**config.mk**
```make
export PLATFORM = sky130hd
export DESIGN_NAME = cwpc_top
export DESIGN_NICKNAME = d
export VERILOG_FILES = /design/src/rtl/cwpc_pkg.sv /design/src/rtl/cwpc_top.sv /design/src/rtl/cwpc_cnt.sv
export SDC_FILE = /design/constraint.sdc
export NUM_CORES = 1
export LEC_CHECK = 0
export ABC_AREA = 1
export BUFFER_PORTS_ARGS = -buffer_cell sky130_fd_sc_hd__buf_2
export CORE_ASPECT_RATIO = 0.5
export CORE_MARGIN = 4
export CORE_UTILIZATION = 61
export DETAILED_ROUTE_END_ITERATION = 16
export PLACE_DENSITY = 0.85
export REMOVE_ABC_BUFFERS = 1
export SLEW_MARGIN = 20
export SYNTH_ARGS = -nofsm -noshare
export SYNTH_HDL_FRONTEND = slang
export SYNTH_SLANG_ARGS = --single-unit
```
**constraint.sdc**
```tcl
create_clock -name i_mclk -period 3.75 [get_ports i_mclk]
set_input_delay 0.75 -clock i_mclk [delete_from_list [all_inputs] [get_ports i_mclk]]
set_output_delay 0.75 -clock i_mclk [all_outputs]
set_load 0.02 [all_outputs]
```
**src/rtl/cwpc_pkg.sv**
```systemverilog
// Package of constants, codes and carrier types for the comms watchdog block.
package cwpc_pkg;
   // Register byte offsets on the AHB-Lite slave.
   localparam logic [7:0] CTRL_OFS = 8'h00;
   localparam logic [7:0] TMO_OFS = 8'h04;
   localparam logic [7:0] RCV_OFS = 8'h08;
   localparam logic [7:0] STAT_OFS = 8'h0C;
   localparam logic [7:0] ISTAT_OFS = 8'h10;
   localparam logic [7:0] IMASK_OFS = 8'h14;
   // Field positions of the control and status words.
   localparam int CTRL_PSEL_LSB = 0;
   localparam int CTRL_POLICY_BIT = 8;
   localparam int CTRL_PAUSE_BIT = 9;
   localparam int CTRL_TRES_LSB = 12;
   localparam int STAT_FLAG_BIT = 0;
   localparam int STAT_LINK_LSB = 4;
   localparam int STAT_WDEN_BIT = 8;
   localparam int IRQ_RAISE_BIT = 0;
   localparam int IRQ_CLEAR_BIT = 1;
   // Width of the timing counters and the time registers.
   localparam int CNT_W = 16;
   // Protocol selector codes.
   localparam logic [3:0] PSEL_NONE_SERIAL = 4'h0;
   localparam logic [3:0] PSEL_RTU_SLAVE = 4'h1;
   localparam logic [3:0] PSEL_BISYNC = 4'h2;
   localparam logic [3:0] PSEL_RTU_MASTER = 4'h3;
   localparam logic [3:0] PSEL_NONE_ETH = 4'hA;
   localparam logic [3:0] PSEL_TCP_SLAVE_ONLY = 4'hB;
   localparam logic [3:0] PSEL_IETH_PLUS_TCP = 4'hC;
   localparam logic [3:0] PSEL_BLDG_AUTO = 4'hD;
   localparam logic [3:0] PSEL_MASTER_AND_SLAVE = 4'hF;
   // Link state codes.
   localparam logic [1:0] STATE_OFFLINE = 2'h0;
   localparam logic [1:0] STATE_INITIALIZING = 2'h1;
   localparam logic [1:0] STATE_READY_TO_ACCEPT = 2'h2;
   localparam logic [1:0] STATE_READY = 2'h3;
   // Time resolution codes for scaled integer access.
   localparam logic [1:0] TRES_MS = 2'h0;
   localparam logic [1:0] TRES_SEC = 2'h1;
   localparam logic [1:0] TRES_MIN = 2'h2;
   localparam logic [1:0] TRES_HOUR = 2'h3;
   // Reset values.
   localparam logic [3:0] PSEL_RST = PSEL_TCP_SLAVE_ONLY;
   localparam logic POLICY_RST = 1'b0;
   localparam logic PAUSE_RST = 1'b0;
   localparam logic [1:0] TRES_RST = TRES_MS;
   localparam logic [CNT_W-1:0] TMO_RST = 16'h0000;
   localparam logic [CNT_W-1:0] RCV_RST = 16'h0000;
   // Timing: clock period, millisecond tick and turnaround pause.
   localparam int CLK_NS = 25;
   localparam int MS_NS = 1000000;
   localparam int PAUSE_NS = 100000;
   localparam int PAUSE_CYC = (PAUSE_NS + CLK_NS - 1) / CLK_NS;
   // Decoded protocol flags.
   typedef struct packed {
      logic rtu_slave;
      logic rtu_master;
      logic bisync;
      logic no_protocol;
      logic tcp_slave_only;
      logic industrial_eth_plus_tcp;
      logic building_auto;
      logic master_and_slave;
   } cwpc_proto_s;
   // State of one saturating counter.
   typedef struct packed {
      logic [CNT_W-1:0] cnt;
   } cwpc_cnt_s;
   // Whole state of the top module.
   typedef struct packed {
      logic [3:0] protocol_select;
      logic flag_clear_policy;
      logic turnaround_pause;
      logic [1:0] time_resolution;
      logic [CNT_W-1:0] tmo;
      logic [CNT_W-1:0] recovery_window;
      logic flag;
      logic armed;
      logic pausing;
      logic tx_go;
      logic [1:0] istat;
      logic [1:0] imask;
      logic irq;
      logic wr_pend;
      logic [7:0] wr_addr;
      logic [31:0] hrdata;
      logic rdy;
      logic resp;
      logic [1:0] link_state;
      cwpc_proto_s proto;
   } cwpc_st_s;
endpackage

```
**src/rtl/cwpc_top.sv**
```systemverilog
// Comms watchdog, protocol select and turnaround pause with an AHB-Lite slave.
//
// Overview of operation
// RQ1: Codes 11,12,13,15 decode to Ethernet protocols.
// RQ2: Link state 0..3 reported, read-only.
// RQ3: Flag rises when silence exceeds timeout.
// RQ4: Timeout zero disables the watchdog.
// RQ5: Policy 0 manual clear, 1 automatic.
// RQ6: Recovery window applies in automatic mode only.
// RQ7: Zero recovery clears on first message.
// RQ8: Nonzero recovery needs two messages in window.
// RQ9: Flag indicator reads 0 inactive, 1 active.
// RQ10: Pause option inserts delay before reply.
// RQ11: Pause only for serial RTU and bisync.
// RQ12: Time resolution code ms, s, min, h.
// RQ13: Watchdog supervises serial RTU and TCP.
// RQ14: Each valid message restarts silence timer.
// RQ15: Codes 1, 3, 10 decode likewise.
`timescale 1ns/100ps
module cwpc_top import cwpc_pkg::*; #(
   parameter int MS_CYC = MS_NS / CLK_NS // Clock cycles per millisecond tick.
) (
   // Clock and reset.
   input wire logic i_mclk,
   input wire logic i_rst,
   // AHB-Lite slave.
   input wire logic i_hsel,
   input wire logic [31:0] i_haddr,
   input wire logic [1:0] i_htrans,
   input wire logic i_hwrite,
   input wire logic [2:0] i_hsize,
   input wire logic [31:0] i_hwdata,
   input wire logic i_hready,
   output logic [31:0] o_hrdata,
   output logic o_hreadyout,
   output logic o_hresp,
   // Protocol engine events and state.
   input wire logic i_msg_valid,
   input wire logic i_rx_end,
   input wire logic [1:0] i_link_state,
   // Block outputs.
   output logic o_wd_flag,
   output logic o_tx_go,
   output cwpc_proto_s o_proto,
   output logic [1:0] o_time_resolution,
   output logic o_irq
);
   localparam logic [CNT_W-1:0] MS_LAST = CNT_W'(MS_CYC - 1); // Prescaler top.
   localparam logic [CNT_W-1:0] PAUSE_LAST = CNT_W'(PAUSE_CYC - 1); // Pause top.

   cwpc_st_s st; // Registered state.
   cwpc_st_s next_st; // Next state.
   logic [CNT_W-1:0] presc_cnt; // Millisecond prescaler.
   logic [CNT_W-1:0] sil_cnt; // Milliseconds since the last message.
   logic [CNT_W-1:0] rcv_cnt; // Milliseconds since the recovery window opened.
   logic [CNT_W-1:0] pause_cnt; // Cycles since the received frame ended.
   logic ms_tick; // One cycle each millisecond.
   logic wd_proto; // Protocol is one the watchdog supervises.
   logic wd_en; // Watchdog enabled.
   logic wd_raise; // Silence exceeded the timeout this cycle.
   logic rcv_restart; // Message opens a fresh recovery window.
   logic pause_proto; // Protocol takes the turnaround pause.
   logic pause_on; // Pause is to be inserted.
   logic bus_go; // Address phase taken.
   logic [31:0] rd_val; // Read value for the address in the address phase.
   cwpc_proto_s dec; // Decoded protocol selector.

   // Timers share one counter module.
   cwpc_cnt u_presc (
      .i_mclk(i_mclk),
      .i_rst(i_rst),
      .i_clr(ms_tick),
      .i_inc(1'b1),
      .o_cnt(presc_cnt)
   );
   cwpc_cnt u_silence (
      .i_mclk(i_mclk),
      .i_rst(i_rst),
      .i_clr(i_msg_valid || !wd_en), // RQ14
      .i_inc(ms_tick),
      .o_cnt(sil_cnt)
   );
   cwpc_cnt u_recover (
      .i_mclk(i_mclk),
      .i_rst(i_rst),
      .i_clr(rcv_restart), // RQ6
      .i_inc(ms_tick),
      .o_cnt(rcv_cnt)
   );
   cwpc_cnt u_pause (
      .i_mclk(i_mclk),
      .i_rst(i_rst),
      .i_clr(i_rx_end),
      .i_inc(1'b1),
      .o_cnt(pause_cnt)
   );

   // Protocol decode and the timing conditions derived from it.
   always_comb begin
      dec = '0;
      case (st.protocol_select)
         PSEL_RTU_SLAVE: dec.rtu_slave = 1'b1; // RQ15
         PSEL_RTU_MASTER: dec.rtu_master = 1'b1; // RQ15
         PSEL_BISYNC: dec.bisync = 1'b1;
         PSEL_NONE_SERIAL: dec.no_protocol = 1'b1;
         PSEL_NONE_ETH: dec.no_protocol = 1'b1; // RQ15
         PSEL_TCP_SLAVE_ONLY: dec.tcp_slave_only = 1'b1; // RQ1
         PSEL_IETH_PLUS_TCP: dec.industrial_eth_plus_tcp = 1'b1; // RQ1
         PSEL_BLDG_AUTO: dec.building_auto = 1'b1; // RQ1
         PSEL_MASTER_AND_SLAVE: dec.master_and_slave = 1'b1; // RQ1
         default: dec = '0;
      endcase
      ms_tick = (presc_cnt == MS_LAST);
      // Serial RTU and every TCP flavour are supervised.
      wd_proto = dec.rtu_slave || dec.rtu_master || dec.tcp_slave_only
         || dec.industrial_eth_plus_tcp || dec.master_and_slave; // RQ13
      wd_en = wd_proto && (st.tmo != TMO_RST); // RQ4
      wd_raise = wd_en && !st.flag && (sil_cnt > st.tmo); // RQ3
      rcv_restart = i_msg_valid && st.flag && st.flag_clear_policy
         && (!st.armed || rcv_cnt > st.recovery_window); // RQ8
      pause_proto = dec.rtu_slave || dec.rtu_master || dec.bisync; // RQ11
      pause_on = st.turnaround_pause && pause_proto; // RQ10
      bus_go = i_hsel && i_htrans[1] && i_hready;
   end

   // Read multiplexer; unmapped addresses read as zero.
   always_comb begin
      rd_val = 32'h0000_0000;
      case (i_haddr[7:0])
         CTRL_OFS: begin
            rd_val[CTRL_PSEL_LSB +: 4] = st.protocol_select;
            rd_val[CTRL_POLICY_BIT] = st.flag_clear_policy;
            rd_val[CTRL_PAUSE_BIT] = st.turnaround_pause;
            rd_val[CTRL_TRES_LSB +: 2] = st.time_resolution;
         end
         TMO_OFS: rd_val[CNT_W-1:0] = st.tmo;
         RCV_OFS: rd_val[CNT_W-1:0] = st.recovery_window;
         STAT_OFS: begin
            rd_val[STAT_FLAG_BIT] = st.flag; // RQ9
            rd_val[STAT_LINK_LSB +: 2] = st.link_state; // RQ2
            rd_val[STAT_WDEN_BIT] = wd_en;
         end
         ISTAT_OFS: rd_val[1:0] = st.istat;
         IMASK_OFS: rd_val[1:0] = st.imask;
         default: rd_val = 32'h0000_0000;
      endcase
   end

   // Next-state logic: bus, watchdog, pause and interrupts.
   always_comb begin
      next_st = st;
      next_st.rdy = 1'b1;
      next_st.resp = 1'b0;
      next_st.tx_go = 1'b0;
      next_st.link_state = i_link_state; // RQ2
      next_st.proto = dec;
      next_st.wr_pend = bus_go && i_hwrite;
      next_st.hrdata = 32'h0000_0000;
      if (bus_go) begin
         next_st.wr_addr = i_haddr[7:0];
      end
      // Read in the address phase; an interrupt status read clears the sticky bits.
      if (bus_go && !i_hwrite) begin
         next_st.hrdata = rd_val;
         if (i_haddr[7:0] == ISTAT_OFS) begin
            next_st.istat = 2'h0;
         end
      end
      // Write data phase; the link state is not writable.
      if (st.wr_pend) begin
         case (st.wr_addr)
            CTRL_OFS: begin
               next_st.protocol_select = i_hwdata[CTRL_PSEL_LSB +: 4];
               next_st.flag_clear_policy = i_hwdata[CTRL_POLICY_BIT]; // RQ5
               next_st.turnaround_pause = i_hwdata[CTRL_PAUSE_BIT];
               next_st.time_resolution = i_hwdata[CTRL_TRES_LSB +: 2]; // RQ12
            end
            TMO_OFS: next_st.tmo = i_hwdata[CNT_W-1:0];
            RCV_OFS: next_st.recovery_window = i_hwdata[CNT_W-1:0];
            STAT_OFS: begin
               // Manual clear of the flag by writing one.
               if (i_hwdata[STAT_FLAG_BIT] && !st.flag_clear_policy) begin
                  next_st.flag = 1'b0; // RQ5
               end
            end
            IMASK_OFS: next_st.imask = i_hwdata[1:0];
            default: next_st.imask = next_st.imask;
         endcase
      end
      // Watchdog flag; raising wins over a clear in the same cycle.
      if (wd_raise) begin
         next_st.flag = 1'b1; // RQ3
         next_st.armed = 1'b0;
      end else if (st.flag && st.flag_clear_policy && i_msg_valid) begin
         if (st.recovery_window == RCV_RST) begin
            next_st.flag = 1'b0; // RQ7
         end else if (st.armed && rcv_cnt <= st.recovery_window) begin
            next_st.flag = 1'b0; // RQ8
            next_st.armed = 1'b0;
         end else begin
            next_st.armed = 1'b1; // RQ6
         end
      end
      if (!next_st.flag) begin
         next_st.armed = 1'b0;
      end
      // Turnaround pause between frame end and reply.
      if (i_rx_end) begin
         if (pause_on) begin
            next_st.pausing = 1'b1; // RQ10
         end else begin
            next_st.tx_go = 1'b1; // RQ10
         end
      end else if (st.pausing && pause_cnt == PAUSE_LAST) begin
         next_st.pausing = 1'b0;
         next_st.tx_go = 1'b1;
      end
      // Sticky events are set after the read clear, so they are not lost.
      if (next_st.flag && !st.flag) begin
         next_st.istat[IRQ_RAISE_BIT] = 1'b1;
      end
      if (!next_st.flag && st.flag) begin
         next_st.istat[IRQ_CLEAR_BIT] = 1'b1;
      end
      next_st.irq = |(next_st.istat & next_st.imask);
   end

   // State register with constant reset values.
   always_ff @(posedge i_mclk) begin
      if (i_rst) begin
         st <= '0;
         st.protocol_select <= PSEL_RST;
         st.flag_clear_policy <= POLICY_RST;
         st.turnaround_pause <= PAUSE_RST;
         st.time_resolution <= TRES_RST;
         st.tmo <= TMO_RST;
         st.recovery_window <= RCV_RST;
      end else begin
         st <= next_st;
      end
   end

   // Outputs straight from the state register.
   assign o_hrdata = st.hrdata;
   assign o_hreadyout = st.rdy;
   assign o_hresp = st.resp;
   assign o_wd_flag = st.flag; // RQ9
   assign o_tx_go = st.tx_go;
   assign o_proto = st.proto;
   assign o_time_resolution = st.time_resolution; // RQ12
   assign o_irq = st.irq;
endmodule

```
**src/rtl/cwpc_cnt.sv**
```systemverilog
// Saturating up-counter with synchronous clear, used for all block timers.
`timescale 1ns/100ps
module cwpc_cnt import cwpc_pkg::*; (
   // Clock and reset.
   input wire logic i_mclk,
   input wire logic i_rst,
   // Control.
   input wire logic i_clr,
   input wire logic i_inc,
   // Count value.
   output logic [CNT_W-1:0] o_cnt
);
   cwpc_cnt_s st; // Registered count.
   cwpc_cnt_s next_st; // Next count.

   // Clear wins over increment; the count sticks at its top value.
   always_comb begin
      next_st = st;
      if (i_clr) begin
         next_st.cnt = '0;
      end else if (i_inc && st.cnt != '1) begin
         next_st.cnt = st.cnt + 1'b1;
      end
   end

   // State register.
   always_ff @(posedge i_mclk) begin
      if (i_rst) begin
         st <= '0;
      end else begin
         st <= next_st;
      end
   end

   assign o_cnt = st.cnt;
endmodule

```
==> summary.md <==
| Metric | Value |
|---|---|
| Most common cell in the netlist | `nand2_1` |
| Post-synth top area cell | `dfxtp_1` |
| Synth Area in XOR/XNOR | `~4.6%` |
| Startpoint type of the worst setup path | `flip-flop` |
| Vias in the first global route | `roughly 6500` |
| Synth Area per Inst | `approximately 7.3 sq um` |
| Core area | `12120 sq um` |
| Final GP Congestion | `between 0.9 and 1` |
| Setup crit start | `u_presc.o_cnt[0]$_SDFFE_PP0P_` |
| Initial antenna violation count | `0` |
| Terminus of the critical flop-to-flop path | `u_silence.o_cnt[2]$_SDFFE_PP0P_` |
| Root Driver | `clkbuf_16` |
| Num ports | `125` |
| Gr usage total | `25.35%` |
| Mux contribution to synthesized area | `0%` |
| Yosys reg bits | `between 100 and 150` |
| Largest family of logic cells by synthesized area | `simple AND/OR/NAND/NOR gates` |
| DRC marker count from the first detailed-route iteration | `791` |
| Area contributors post-synth | `dfxtp_1 38%, nand2_1 9.8%, a21oi_1 7.8%, inv_1 6.7%, ha_1 5.8%` |
| First-pass GRT wire length | `around 31000 um` |
| Hold_sp | `st[44]$_SDFFE_PP0P_` |
| Number of inserted diodes | `0` |
| Hold-fix buffers, CTS | `0` |
| Setup CP Type | `reg -> reg` |
| TritonCTS buffer count | `17` |
| # setup viols final | `0` |
| Worst Clk Skew | `0.01012 ns` |
| Max VDD drop | `~0.22 mV` |
| FP Rows | `28` |
| Worst path required time | `a little over 4 ns` |
| Max Fclk | `about 440 MHz` |
| PwrDens | `411.8 nW/um^2` |
| Post-Syn Area | `a little under 8000 sq um` |
| Worst r2r src | `u_presc.o_cnt[0]$_SDFFE_PP0P_` |
| Share of cells above drive strength 1 | `11.01%` |
| Sink Count | `between 100 and 150` |
| Fin nets | `1211` |
| Worst-Margin Slew | `approximately 1.0 ns` |
| Routed wire length | `between 15000 and 20000 um` |
| Buffers on Ports | `63` |
| Synth warn | `0` |
| Synth async-reset ratio | `0%` |
| Setup repair bufs after CTS | `0` |
| Worst setup EP type | `flip-flop` |
| # H-tree levels | `4` |
| Tmin final | `roughly 2.3 ns` |
| Fin crit share | `60.86%` |
| Sequential area share after synthesis | `between 30% and 40%` |
| Lkg Pwr | `~3.5 nW` |
| Post-route ant nets | `0` |
| Clock-pin slew on the worst setup and hold paths | `0.06 ns` |
| Main flop type after synthesis | `dfxtp_1` |
| Wire per inst | `between 10 and 15 um` |
| Worst R2R Path Depth | `7` |
| Area growth from synthesis to layout | `9.977%` |
| Count of cell types in the netlist | `40` |
| Layout Utilization | `around 70%` |
| Max Transition Viols Final | `0` |
| Max-cap violations | `0` |
| Clk Latency, worst-skew pair | `0.43 ns` |
| Status | `complete, no violations` |
| Drt first pass iters | `6` |
| DRC Markers | `0` |
| Fin Setup TNS | `0 ns` |
| Reg2reg setup slack | `between 1 and 1.5 ns` |
| Top Family by Delay on Critical Path | `simple AND/OR/NAND/NOR gates` |
| Number of synthesized flops with an enable pin | `0` |
| Worst-path cell chain | `ha_1 -> nand3_1 -> nor4_4 -> nand2_2 -> inv_2 -> o21ai_0 -> a21oi_1` |
| # resized after CTS | `0` |
| Initial Utilization | `between 60% and 70%` |
| CP Buf/Inv Count | `1` |
| Share of the synthesized area in the top cell type | `roughly 38%` |
| Die Ht | `~90 um` |
| Max Buffers Root-to-Sink | `2` |
| Crit Path Max Fanout | `17` |
| # fillers | `~1000` |
| Complex-gate fraction of the synthesized area | `between 10% and 20%` |
| Die X | `between 150 and 200 um` |
| DR vias/cell | `between 5 and 6` |
| Worst path depth | `7` |
| Largest stage delay, worst path | `about 0.55 ns` |
| Vias | `slightly above 7000` |
| CTS tree | `done` |
| Worst min path class | `reg -> reg` |
| Simple-Gate Fraction of Synth Area | `23.12%` |
| Rel. slew slack | `between 30% and 40%` |
| Largest net degree at the start of global routing | `37` |
| GRT Residual Overflow | `0` |
| Post-Syn Instances | `between 1000 and 1500` |
| Top post-synthesis cells by count | `202 x nand2_1, 149 x dfxtp_1, 139 x inv_1, 121 x a21oi_1, 77 x nor2_1` |
| RSZ-0062 raised after global routing | `false` |
| Arr. time, crit path | `2.63 ns` |
| Post-DP HPWL | `~13000 um` |
| Slowest CP cell | `nor4_4` |
| Worst Setup EP | `u_silence.o_cnt[2]$_SDFFE_PP0P_` |
| Post-Synth Adder-Cell Area | `~5.8%` |
| Die area | `roughly 15000 sq um` |
| Total count of hold-check failures in the final report | `0` |
| Tot Pwr | `~3.5 mW` |
stage by stage:
stage	area, sq um	hold WS [ns]	setup WS [ns]	cells
after global routing	8523	0.4788	1.262	1273
final	8523	0.4482	1.468	1273
after detailed placement	7914	0.4453	1.331	1243
after global placement	7914	0.4336	1.359	1243
after CTS	8523	0.4560	1.462	1273
after floorplan	7377	0.4255	1.710	1013
layout by cell type, fill, tap and decap left out, drive strengths merged, types with 3 or more instances in the layout:
| cell type | n |
|---|---|
| nand2 | 206 |
| dfxtp | 149 |
| inv | 145 |
| a21oi | 121 |
| nor2 | 79 |
| o21ai | 70 |
| buf | 65 |
| nand3 | 43 |
| ha | 36 |
| nor3 | 31 |
| xor2 | 29 |
| nand4 | 24 |
| conb | 17 |
| clkbuf | 17 |
| xnor2 | 12 |
| a31oi | 9 |
| o22ai | 9 |
| nor4 | 8 |
| clkinv | 8 |
| or2 | 6 |
| a211oi | 5 |
| o211ai | 5 |
| bufinv | 4 |
| clkinvlp | 3 |
area by class of cell:
cell class,count,area (sq um),area share [%]
timing repair buffer,65,330.3,3.876
tap,165,206.4,2.422
sequential,149,2983,35.00
clock inverter,13,183.9,2.158
inverter,147,553.0,6.489
clock buffer,17,425.4,4.991
multi-input combinational,717,3841,45.07
worst register-to-register path, cell delays in order, from the launching register on:
cell,delay (ns)
dfxtp_1,0.36
ha_1,0.20
nand3_1,0.17
nor4_4,0.55
nand2_2,0.33
inv_2,0.31
o21ai_0,0.14
a21oi_1,0.14
state kept, by name, indices dropped and copies added (netlist names):
signal,cells
u_presc.o_cnt,16
u_pause.o_cnt,16
u_silence.o_cnt,16
u_recover.o_cnt,16
st,55
o_time_resolution,2
o_wd_flag,1
o_hrdata,16
o_hreadyout,1
o_tx_go,1
o_irq,1
o_proto,8
power by group:
| part | internal [mW] | switching, mW |
|---|---|---|
| sequential | 1.60 | 0.0102 |
| clock | 1.10 | 0.674 |
| combinational | 0.0360 | 0.0871 |
layer usage:
metal,part of all wire [%],GRT usage (%)
met5,0,0
met1,44,33.15
met4,2.1,9.720
met2,46,43.22
met3,7.7,3.922
worst min-delay path by stage:
stage | to | cells after the start
finish | st[44]$_SDFFE_PP0P_ | 2
global route | st[44]$_SDFFE_PP0P_ | 2
CTS | st[44]$_SDFFE_PP0P_ | 2
detailed placement | st[44]$_SDFFE_PP0P_ | 2
global placement | st[45]$_SDFFE_PP0P_ | 2
floorplan | st[45]$_SDFFE_PP0P_ | 2
cells by family (layout without fill, tap and decap cells):
| kind of cell | Yosys count | count (layout) |
|---|---|---|
| DFF | 149 | 149 |
| xor gates and xnor gates | 41 | 41 |
| and+or+nand+nor | 400 | 400 |
| AOI/OAI and AO/OA | 223 | 223 |
| adders and majority gates | 36 | 36 |
| buffers and inverters | 213 | 242 |
| other | 1 | 17 |
No activity file was read; power rests on OpenSTA's default activity.
